### src/hw/asf_defs.svh
// Constants of the acceleration sample frame buffer: register indices, field positions, reset values, timing.
// Assumes inclusion by bare name from the package, the checker and the bench.
`ifndef ASF_DEFS_SVH
`define ASF_DEFS_SVH
`define ASF_FRAMES 32
`define ASF_PTR_W 5
`define ASF_CNT_W 6
`define ASF_DEPTH_FIFO 6'h20
`define ASF_DEPTH_STREAM 6'h1f
`define ASF_DEPTH_BYPASS 6'h01
`define ASF_IDX_INT_STATUS 6'h0a
`define ASF_IDX_FILL 6'h0e
`define ASF_IDX_INT_EN 6'h17
`define ASF_IDX_INT_MAP 6'h1a
`define ASF_IDX_WM 6'h30
`define ASF_IDX_MODE 6'h3e
`define ASF_IDX_DATA 6'h3f
`define ASF_EN_WM_BIT 5
`define ASF_EN_FULL_BIT 6
`define ASF_MAP_FULL1_BIT 1
`define ASF_MAP_WM1_BIT 2
`define ASF_MAP_FULL2_BIT 5
`define ASF_MAP_WM2_BIT 6
`define ASF_RESP_OKAY 2'h0
`define ASF_RESP_SLVERR 2'h2
`define ASF_RST_BYTE 8'h00
`define ASF_RST_WM 6'h00
`define ASF_GAP_NS 1500
`define ASF_CLK_NS 4
`define ASF_GAP_CYC ((`ASF_GAP_NS + `ASF_CLK_NS - 1) / `ASF_CLK_NS)
`define ASF_GAP_W 9
`define ASF_FRAME_BYTES 3'h6
`define ASF_AXIS_BYTES 3'h2
`endif

### src/hw/asf_pkg.sv
// Types shared by the acceleration sample frame buffer.
// Assumes the constants header sits beside it.
`include "asf_defs.svh"
package asf_pkg;
  // Operating mode codes as held in the mode field.
  typedef enum logic [1:0] {
    ASF_BYPASS = 2'b00,
    ASF_FIFO = 2'b01,
    ASF_STREAM = 2'b10
  } asf_mode_type;

  // One frame: three axes from one sampling instant.
  typedef struct packed {
    logic [15:0] z;
    logic [15:0] y;
    logic [15:0] x;
  } asf_sample_type;

  // Whole state of the block, registered in one process.
  typedef struct packed {
    asf_sample_type [`ASF_FRAMES-1:0] mem;
    logic [`ASF_PTR_W-1:0] wr_ptr;
    logic [`ASF_PTR_W-1:0] rd_ptr;
    logic [`ASF_CNT_W-1:0] cnt;
    logic [2:0] byte_idx;
    logic [`ASF_GAP_W-1:0] gap;
    logic ovr;
    logic wm_st;
    logic full_st;
    asf_mode_type mode;
    logic [1:0] sel;
    logic [`ASF_CNT_W-1:0] wm;
    logic [7:0] int_en;
    logic [7:0] int_map;
    logic pin1;
    logic pin2;
    logic bvalid;
    logic [1:0] bresp;
    logic rvalid;
    logic [1:0] rresp;
    logic [31:0] rdata;
  } asf_state_type;
endpackage

### src/hw/asf_fifo.sv
// Acceleration sample frame buffer with an AXI4-Lite register slave.
// Assumes samples arrive as a one-cycle strobe on clk from the filter path.
//
// How it works
// Holds 32 frames of three 16-bit axes.
// Fifo mode stops at 32, ignores extra.
// Stream mode: depth 31, drops oldest.
// Bypass: stream with depth one.
// Mode 00 bypass, 01 fifo, 10 stream.
// Mode write empties buffer, clears events.
// Mode field reads the mode in effect.
// Stores the same values as output registers.
// Burst reads stay trapped on data port; not done here, each data port access is decoded alone.
// Axis select: all, x, y, z.
// Frame depth independent of axis select.
// Partial frame read drops frame remainder.
// Host waits 1.5 us after partial frame.
// Reading empty buffer returns zero.
// Host finishes overread within sample period.
// Frame count shows frames held.
// Overrun set on arrival while full.
// Mode or watermark write clears count, overrun.
// Overrun survives draining to zero.
// Watermark event at programmed level, enabled, mapped.
// Full event after 32, 31, 1 samples.
// Full event gated by enable and map.
// Axes x,y,z order, low byte first.
//
// Chosen here: register access over AXI4-Lite.
`timescale 1ns/1ps
module asf_fifo
  import asf_pkg::*;
(
  input wire logic clk, // System clock, 250 MHz.
  input wire logic rst, // Asynchronous reset, active high.
  input wire logic sample_valid, // One-cycle strobe of a new sample.
  input wire asf_sample_type sample, // Filtered acceleration, all axes.
  input wire logic [31:0] s_axi_awaddr, // Write address.
  input wire logic s_axi_awvalid, // Write address valid.
  output logic s_axi_awready, // Write address ready.
  input wire logic [31:0] s_axi_wdata, // Write data.
  input wire logic [3:0] s_axi_wstrb, // Write byte strobes.
  input wire logic s_axi_wvalid, // Write data valid.
  output logic s_axi_wready, // Write data ready.
  output logic [1:0] s_axi_bresp, // Write response.
  output logic s_axi_bvalid, // Write response valid.
  input wire logic s_axi_bready, // Write response ready.
  input wire logic [31:0] s_axi_araddr, // Read address.
  input wire logic s_axi_arvalid, // Read address valid.
  output logic s_axi_arready, // Read address ready.
  output logic [31:0] s_axi_rdata, // Read data.
  output logic [1:0] s_axi_rresp, // Read response.
  output logic s_axi_rvalid, // Read data valid.
  input wire logic s_axi_rready, // Read data ready.
  output logic interrupt_pin_one, // First interrupt pin, active high.
  output logic interrupt_pin_two // Second interrupt pin, active high.
);

  // Register state and its next value.
  asf_state_type s_q;
  asf_state_type s_d;

  // Handshake terms, decoded addresses and helpers.
  logic wr_go;
  logic rd_go;
  logic cfg_clr;
  logic [5:0] widx;
  logic [5:0] ridx;
  logic wmap;
  logic rmap;
  logic [`ASF_CNT_W-1:0] dep;
  logic [7:0] rbyte;
  logic ev_wm;
  logic ev_full;

  // Frame depth of each mode; the axis select plays no part in it.
  function automatic logic [`ASF_CNT_W-1:0] depth_of(input asf_mode_type m);
    logic [`ASF_CNT_W-1:0] d;
    d = `ASF_DEPTH_BYPASS; // Bypass keeps only the latest frame.
    case (m)
      ASF_FIFO: d = `ASF_DEPTH_FIFO;
      ASF_STREAM: d = `ASF_DEPTH_STREAM;
      default: d = `ASF_DEPTH_BYPASS;
    endcase
    return d;
  endfunction

  // Bytes per frame as read from the data port.
  function automatic logic [2:0] frame_len(input logic [1:0] sel);
    return (sel == 2'h0) ? `ASF_FRAME_BYTES : `ASF_AXIS_BYTES;
  endfunction

  // One byte of a frame: axes in x, y, z order, low byte first.
  function automatic logic [7:0] frame_byte(input asf_sample_type f, input logic [1:0] sel,
                                            input logic [2:0] idx);
    logic [15:0] w;
    w = f.x;
    if (sel == 2'h1) begin
      w = f.x;
    end else if (sel == 2'h2) begin
      w = f.y;
    end else if (sel == 2'h3) begin
      w = f.z;
    end else if (idx[2:1] == 2'h1) begin
      w = f.y;
    end else if (idx[2:1] == 2'h2) begin
      w = f.z;
    end
    return idx[0] ? w[15:8] : w[7:0];
  endfunction

  // Word address to register index; anything above the byte space is unmapped.
  function automatic logic [5:0] reg_index(input logic [31:0] a);
    return a[7:2];
  endfunction

  // Whether an address lands on a register of this block.
  function automatic logic is_mapped(input logic [31:0] a);
    logic [5:0] i;
    i = a[7:2];
    if (a[31:8] != 24'h00_0000) begin
      return 1'b0;
    end else if (i == `ASF_IDX_INT_STATUS || i == `ASF_IDX_FILL || i == `ASF_IDX_INT_EN) begin
      return 1'b1;
    end else if (i == `ASF_IDX_INT_MAP || i == `ASF_IDX_WM || i == `ASF_IDX_MODE) begin
      return 1'b1;
    end else if (i == `ASF_IDX_DATA) begin
      return 1'b1;
    end
    return 1'b0;
  endfunction

  // Bus handshakes: a write waits until address and data are both offered,
  // which keeps one decode path at the cost of not taking them apart.
  always_comb begin
    wr_go = s_axi_awvalid & s_axi_wvalid & ~s_q.bvalid;
    rd_go = s_axi_arvalid & ~s_q.rvalid;
    s_axi_awready = wr_go;
    s_axi_wready = wr_go;
    s_axi_arready = ~s_q.rvalid;
    widx = reg_index(s_axi_awaddr);
    ridx = reg_index(s_axi_araddr);
    wmap = is_mapped(s_axi_awaddr);
    rmap = is_mapped(s_axi_araddr);
    dep = depth_of(s_q.mode);
    // Writes to the mode or watermark register restart the buffer.
    cfg_clr = wr_go & wmap & s_axi_wstrb[0] & (widx == `ASF_IDX_MODE || widx == `ASF_IDX_WM);
  end

  // Byte the data port would give now; an empty buffer gives zero.
  always_comb begin
    rbyte = `ASF_RST_BYTE;
    if (s_q.cnt != 6'h00) begin
      rbyte = frame_byte(s_q.mem[s_q.rd_ptr], s_q.sel, s_q.byte_idx);
    end
  end

  // Next-state logic for the whole block.
  always_comb begin
    s_d = s_q;
    ev_wm = 1'b0;
    ev_full = 1'b0;

    // Responses stand until the master takes them.
    if (s_q.bvalid && s_axi_bready) begin
      s_d.bvalid = 1'b0;
    end
    if (s_q.rvalid && s_axi_rready) begin
      s_d.rvalid = 1'b0;
    end

    // A frame left half read is dropped once the bus has stayed off the data
    // port for the settling gap; a quicker return just continues the frame.
    if (s_q.byte_idx != 3'h0) begin
      if (s_q.gap == `ASF_GAP_W'(`ASF_GAP_CYC)) begin
        s_d.byte_idx = 3'h0;
        s_d.gap = '0;
        s_d.rd_ptr = s_q.rd_ptr + 5'h01;
        s_d.cnt = s_q.cnt - 6'h01;
      end else begin
        s_d.gap = s_q.gap + `ASF_GAP_W'(1);
      end
    end

    // Register reads; the serial address counter that traps bursts lives in
    // the host interface, so here every data port access is decoded alone.
    if (rd_go) begin
      s_d.rvalid = 1'b1;
      s_d.rresp = rmap ? `ASF_RESP_OKAY : `ASF_RESP_SLVERR;
      s_d.rdata = 32'h0000_0000;
      if (!rmap) begin
        s_d.rdata = 32'h0000_0000;
      end else if (ridx == `ASF_IDX_DATA) begin
        s_d.rdata = {24'h00_0000, rbyte};
        s_d.gap = '0;
        if (s_q.cnt != 6'h00) begin
          if (s_q.byte_idx + 3'h1 == frame_len(s_q.sel)) begin
            s_d.byte_idx = 3'h0; // Whole frame read: release it.
            s_d.rd_ptr = s_q.rd_ptr + 5'h01;
            s_d.cnt = s_q.cnt - 6'h01;
          end else begin
            s_d.byte_idx = s_q.byte_idx + 3'h1;
            s_d.rd_ptr = s_q.rd_ptr;
            s_d.cnt = s_q.cnt;
          end
        end
      end else if (ridx == `ASF_IDX_FILL) begin
        s_d.rdata = {24'h00_0000, s_q.ovr, 1'b0, s_q.cnt};
      end else if (ridx == `ASF_IDX_INT_STATUS) begin
        s_d.rdata = {30'h0000_0000, s_q.full_st, s_q.wm_st};
      end else if (ridx == `ASF_IDX_INT_EN) begin
        s_d.rdata = {24'h00_0000, s_q.int_en};
      end else if (ridx == `ASF_IDX_INT_MAP) begin
        s_d.rdata = {24'h00_0000, s_q.int_map};
      end else if (ridx == `ASF_IDX_WM) begin
        s_d.rdata = {26'h000_0000, s_q.wm};
      end else if (ridx == `ASF_IDX_MODE) begin
        s_d.rdata = {24'h00_0000, s_q.mode, 4'h0, s_q.sel};
      end
    end

    // Register writes; read-only and unmapped targets ignore the data.
    if (wr_go) begin
      s_d.bvalid = 1'b1;
      s_d.bresp = wmap ? `ASF_RESP_OKAY : `ASF_RESP_SLVERR;
      if (wmap && s_axi_wstrb[0]) begin
        if (widx == `ASF_IDX_MODE) begin
          if (s_axi_wdata[7:6] != 2'h3) begin
            s_d.mode = asf_mode_type'(s_axi_wdata[7:6]); // Code 11 is kept out.
          end
          s_d.sel = s_axi_wdata[1:0];
        end else if (widx == `ASF_IDX_WM) begin
          s_d.wm = s_axi_wdata[5:0];
        end else if (widx == `ASF_IDX_INT_EN) begin
          s_d.int_en = s_axi_wdata[7:0];
        end else if (widx == `ASF_IDX_INT_MAP) begin
          s_d.int_map = s_axi_wdata[7:0];
        end
      end
    end

    // Configuration clear empties the buffer, count, overrun and events.
    // Only this clears the overrun flag, never a drain.
    if (cfg_clr) begin
      s_d.wr_ptr = '0;
      s_d.rd_ptr = '0;
      s_d.cnt = '0;
      s_d.byte_idx = 3'h0;
      s_d.gap = '0;
      s_d.ovr = 1'b0;
      s_d.wm_st = 1'b0;
      s_d.full_st = 1'b0;
    end

    // Sample arrival works on the already cleared state, so an event in the
    // clearing cycle is kept. The frame is the same data as the output
    // registers carry, all axes stored whatever the select.
    if (sample_valid) begin
      if (s_d.cnt < depth_of(s_d.mode)) begin
        s_d.mem[s_d.wr_ptr] = sample;
        s_d.wr_ptr = s_d.wr_ptr + 5'h01;
        s_d.cnt = s_d.cnt + 6'h01;
        ev_wm = (s_d.wm != 6'h00) && (s_d.cnt == s_d.wm);
        ev_full = (s_d.cnt == depth_of(s_d.mode));
      end else if (s_d.mode == ASF_FIFO) begin
        s_d.ovr = 1'b1; // Full fifo ignores the sample.
      end else begin
        s_d.mem[s_d.wr_ptr] = sample; // Oldest frame gives way.
        s_d.wr_ptr = s_d.wr_ptr + 5'h01;
        s_d.rd_ptr = s_d.rd_ptr + 5'h01;
        s_d.byte_idx = 3'h0;
        s_d.ovr = 1'b1;
        ev_wm = (s_d.wm != 6'h00) && (s_d.cnt == s_d.wm); // Level held: still reached.
      end
      if (ev_wm) begin
        s_d.wm_st = 1'b1;
      end
      if (ev_full) begin
        s_d.full_st = 1'b1;
      end
    end

    // Pin routing: each event needs its enable and that pin's map bit.
    s_d.pin1 = (s_d.wm_st & s_d.int_en[`ASF_EN_WM_BIT] & s_d.int_map[`ASF_MAP_WM1_BIT])
             | (s_d.full_st & s_d.int_en[`ASF_EN_FULL_BIT] & s_d.int_map[`ASF_MAP_FULL1_BIT]);
    s_d.pin2 = (s_d.wm_st & s_d.int_en[`ASF_EN_WM_BIT] & s_d.int_map[`ASF_MAP_WM2_BIT])
             | (s_d.full_st & s_d.int_en[`ASF_EN_FULL_BIT] & s_d.int_map[`ASF_MAP_FULL2_BIT]);
  end

  // State register; reset clears the whole state, frame storage included,
  // then loads the reset values of mode, watermark, enables, map and responses.
  always_ff @(posedge clk or posedge rst) begin
    if (rst) begin
      s_q <= '0;
      s_q.mode <= ASF_BYPASS;
      s_q.wm <= `ASF_RST_WM;
      s_q.int_en <= `ASF_RST_BYTE;
      s_q.int_map <= `ASF_RST_BYTE;
      s_q.bresp <= `ASF_RESP_OKAY;
      s_q.rresp <= `ASF_RESP_OKAY;
    end else begin
      s_q <= s_d;
    end
  end

  // Outputs straight from the state register.
  always_comb begin
    s_axi_bvalid = s_q.bvalid;
    s_axi_bresp = s_q.bresp;
    s_axi_rvalid = s_q.rvalid;
    s_axi_rresp = s_q.rresp;
    s_axi_rdata = s_q.rdata;
    interrupt_pin_one = s_q.pin1;
    interrupt_pin_two = s_q.pin2;
  end

endmodule // asf_fifo

### config.mk
export PLATFORM = sky130hd
export DESIGN_NAME = asf_fifo
export DESIGN_NICKNAME = d
export VERILOG_FILES = /design/src/hw/asf_pkg.sv /design/src/hw/asf_fifo.sv
export VERILOG_INCLUDE_DIRS = /design/src /design/src/hw
export SDC_FILE = /design/constraint.sdc
export NUM_CORES = 2
export LEC_CHECK = 0
export ABC_AREA = 0
export ABC_CLOCK_PERIOD_IN_PS = 46800
export BUFFER_PORTS_ARGS = -buffer_cell sky130_fd_sc_hd__buf_2
export CAP_MARGIN = 30
export CORE_ASPECT_RATIO = 0.7
export CORE_MARGIN = 2
export CORE_UTILIZATION = 53
export CTS_CLUSTER_DIAMETER = 120
export DETAILED_ROUTE_END_ITERATION = 12
export GPL_TIMING_DRIVEN = 0
export PLACE_DENSITY = 0.72
export SYNTH_ARGS = -nofsm -noshare
export SYNTH_HDL_FRONTEND = slang
export SYNTH_SLANG_ARGS = --single-unit
### constraint.sdc
create_clock -name clk -period 46.8 [get_ports clk]
set_clock_uncertainty 0.05 [all_clocks]
set_input_delay 4.68 -clock clk [delete_from_list [all_inputs] [get_ports clk]]
set_output_delay 4.68 -clock clk [all_outputs]
set_load 0.03 [all_outputs]
==> PnR_summary.wiki <==
{| class="wikitable"
! Metric !! Value
|-
| Fraction of layout cells with a size suffix above 1 || between 50% and 60%
|-
| Fraction of registers with async set/reset || between 90% and 100%
|-
| Reported leakage power || ~39 nW
|-
| Count of flip-flops with a built-in enable after synthesis || 0
|-
| Area occupied by registers || 40200 µm²
|-
| Maximum fanout encountered on the critical timing path || 6
|-
| Final antenna-violating net count || 0
|-
| Distinct cells, synth || 75
|-
| Ratio of final minimum period to clock period || a little over a fifth
|-
| Clock tree root buffer cell || sky130_fd_sc_hd__clkbuf_16
|-
| First-pass iteration count of the detailed router || 7
|-
| Number of register bits inferred by synthesis || between 1500 and 2000
|-
| Worst Setup Path Type || primary input to primary output
|-
| Post-detailed-routing wire length || about 250 mm
|-
| Unrepaired setup endpoints after global routing || false
|-
| Antenna violations before repair || 29
|-
| Area of the multi-input gates || about 32000 µm²
|-
| Data arrival time of the worst path || ~5.4 ns
|-
| Worst hold-check path type || flop to flop
|-
| Per-instance average area after synthesis || approximately 16 µm²
|-
| PwrDens || between 70 and 80 nW/µm²
|-
| Startpoint Class || primary input
|-
| Count of vias placed by the detailed router || about 47000
|-
| Buffers inserted by post-CTS timing repair || 0
|-
| Clock-pin slew on the worst setup and hold paths || ~0.060 ns
|-
| Tmin final || about 10 ns
|-
| CTS Hold Buffers Added || 0
|-
| Largest voltage drop on the vdd net || roughly 0.00004 V
|-
| Total die area || ~140000 µm²
|-
| Endpoint class of the critical path || primary output
|-
| GPL Wtd Cong || 0.976
|-
| Post-route cell area || ~84000 µm²
|-
| Power consumption || 5.93 mW
|-
| Number of remaining DRC errors || 0
|-
| Worst max-slew margin expressed relative to the limit || approximately 31%
|-
| Cell area after synthesis || 74500 µm²
|-
| Horizontal extent of the die || approximately 450 µm
|-
| Status || completed
|-
| Main synth FF type || sky130_fd_sc_hd__dfrtp_1
|-
| Number of global-route vias before repair || between 40000 and 50000
|-
| Reported max-cap violation count || 0
|-
| Area added between synthesis and finish || 13.0%
|-
| Core Area || 140000 µm²
|-
| Routed wire per std cell || about 35 µm
|-
| TritonCTS Sinks || 1607
|-
| Initial core utilization || 53.2%
|-
| Required time of the critical path || roughly 42 ns
|-
| Resize count post-CTS || 0
|-
| CTS buffer count || 154
|-
| Final Hold Viols || 0
|-
| Share of synthesized area occupied by flip-flops and latches || a little over half
|-
| Maximum number of pins on one net before global-route repair || 45
|-
| Longest Clk Path Bufs || 3
|-
| Total global-route track usage || 34.6%
|-
| Number of core rows || roughly 120
|-
| Instance area after placement || a little under 80000 µm²
|-
| Commonest cells after routing, fill and taps aside || sky130_fd_sc_hd__dfrtp_1 (1607), sky130_fd_sc_hd__mux2_2 (1533), sky130_fd_sc_hd__mux4_2 (486)
|-
| Floorplan die height || around 320 µm
|-
| CTS HTree Levels || 4
|-
| Measured slew at the worst slew-check pin || ~1.0 ns
|-
| Number of I/O pins || 199
|-
| Insertion delay of the later-clocked pin in the worst-skew pair || about 0.8 ns
|-
| Global-route wire length before repair || 351 mm
|-
| Number of violations reported at the end of detailed-routing iteration 0 || approximately 5700
|-
| Final global-route overflow total || 0
|-
| Total Negative Setup Slacks || 0 ns
|-
| TritonCTS clock tree || yes
|-
| Highest clock frequency the design can meet || 98.4 MHz
|-
| Net total in the final layout || ~5200
|-
| Setup-violating endpoint count in the final report || 0
|-
| Syn. warnings || 0
|-
| Avg Vias per Cell || around 6.6
|-
| Most common cell after layout, fill and taps aside || sky130_fd_sc_hd__dfrtp_1
|-
| Filler Cells Inserted || ~10000
|-
| Number of standard cells after synthesis || ~4700
|-
| IO buf count || 140
|-
| Final Max Tran Viols || 0
|-
| HPWL after detailed placement || 168 mm
|}
cells by family (layout without fill, tap and decap cells):
group / after synthesis / in the layout / share of synthesized area (%)
compound gates: 136 / 136 / 1.23
xor+xnor: 46 / 46 / 0.551
fa+ha+maj: 18 / 18 / 0.302
buf+inv: 504 / 1007 / 3.30
flops: 1607 / 1607 / 54.0
mux: 2086 / 2086 / 38.8
other cells: 1 / 35 / 0.00503
simple gates: 271 / 271 / 1.84
worst max-delay path: stages:
cell and delay (ns):
sky130_fd_sc_hd__buf_2 0.07, sky130_fd_sc_hd__and3b_1 0.15, sky130_fd_sc_hd__clkbuf_1 0.21, sky130_fd_sc_hd__buf_4 0.14, sky130_fd_sc_hd__buf_2 0.18
state kept, by name (all words and copies together) (netlist names):
| register | cells |
|---|---|
| s_q | 1593 |
| s_axi_rdata | 8 |
| s_axi_bresp | 1 |
| interrupt_pin_one | 1 |
| s_axi_bvalid | 1 |
| s_axi_rresp | 1 |
| s_axi_rvalid | 1 |
| interrupt_pin_two | 1 |
layout make-up:
class / count / area share, %
clock buffer: 218 / 5.23
tap: 1872 / 2.78
sequential: 1607 / 47.7
antenna: 9 / 0.0267
multi-input combinational: 2583 / 37.9
inverter: 27 / 0.126
buffer: 477 / 2.87
clock inverter: 61 / 0.755
timing repair buffer: 224 / 2.56
path summary, 6_finish.rpt:
path / start / to / slack (ns) / depth (start not counted)
setup / recovery: s_axi_wvalid / s_axi_wready / 36.63 / 5
max in group asynchronous: rst / s_q[1240] / 39.64 / 12
hold reg to reg: s_q[1156] / s_q[1156] / 0.44 / 1
min in group asynchronous: rst / s_q[1516] / 3.94 / 2
hold / removal: s_q[1156] / s_q[1156] / 0.44 / 1
setup reg to reg: s_q[78] / s_q[1144] / 39.86 / 23
Yosys cell counts, types with 6 or more instances:
cell                       instances  share of area, %
sky130_fd_sc_hd__a211oi_1          7             0.071
sky130_fd_sc_hd__a21oi_1          35              0.24
sky130_fd_sc_hd__a22oi_1           8             0.081
sky130_fd_sc_hd__a31oi_1           6             0.050
sky130_fd_sc_hd__and2_1            6             0.050
sky130_fd_sc_hd__buf_1            42              0.21
sky130_fd_sc_hd__buf_2           133              0.89
sky130_fd_sc_hd__buf_4            99               1.0
sky130_fd_sc_hd__clkbuf_1        198               1.0
sky130_fd_sc_hd__dfrtp_1        1607                54
sky130_fd_sc_hd__ha_1             18              0.30
sky130_fd_sc_hd__inv_1            25              0.13
sky130_fd_sc_hd__mux2_1           30              0.45
sky130_fd_sc_hd__mux2_2         1533                23
sky130_fd_sc_hd__mux2i_1          37              0.50
sky130_fd_sc_hd__mux4_2          486                15
sky130_fd_sc_hd__nand2_1          85              0.43
sky130_fd_sc_hd__nand2b_1          6             0.050
sky130_fd_sc_hd__nand3_1          21              0.14
sky130_fd_sc_hd__nand4_1           8             0.067
sky130_fd_sc_hd__nor2_1           53              0.27
sky130_fd_sc_hd__nor2b_1          12              0.10
sky130_fd_sc_hd__nor3_1           26              0.17
sky130_fd_sc_hd__nor4_1           17              0.14
sky130_fd_sc_hd__o21a_1            7             0.071
sky130_fd_sc_hd__o21ai_0          21              0.14
sky130_fd_sc_hd__o22ai_1          11             0.092
sky130_fd_sc_hd__o31ai_1           7             0.071
sky130_fd_sc_hd__xnor2_1          26              0.31
sky130_fd_sc_hd__xor2_1           19              0.22
layer usage:
| metal | part of all wire (%) | global-route usage (%) |
|---|---|---|
| met4 | 4.4 | 14.5 |
| met2 | 42 | 47.4 |
| met5 | 0.12 | 0.898 |
| met1 | 40 | 48.8 |
| met3 | 13 | 14.1 |
per-stage QoR:
stage / utilization [%] / std cells / hold WS (ns) / setup WS, ns
3_3_place_gp: 55.5 / 6706 / 0.417 / 10.98
2_1_floorplan: - / 4694 / 0.395 / 19.80
6_report: 60.2 / 7078 / 0.437 / 36.63
5_1_grt: 60.1 / 7071 / 0.452 / 36.56
4_1_cts: 60.1 / 7063 / 0.442 / 36.63
3_5_place_dp: 56.5 / 6784 / 0.428 / 36.18
power breakdown:
| group | leakage (nW) | switching, mW | internal [mW] |
|---|---|---|---|
| combinational | 15.4 | 1.23 | 1.19 |
| clock | 2.51 | 0.570 | 0.705 |
| sequential | 20.9 | 0.293 | 1.95 |
Power figures use the tool's default switching activity.
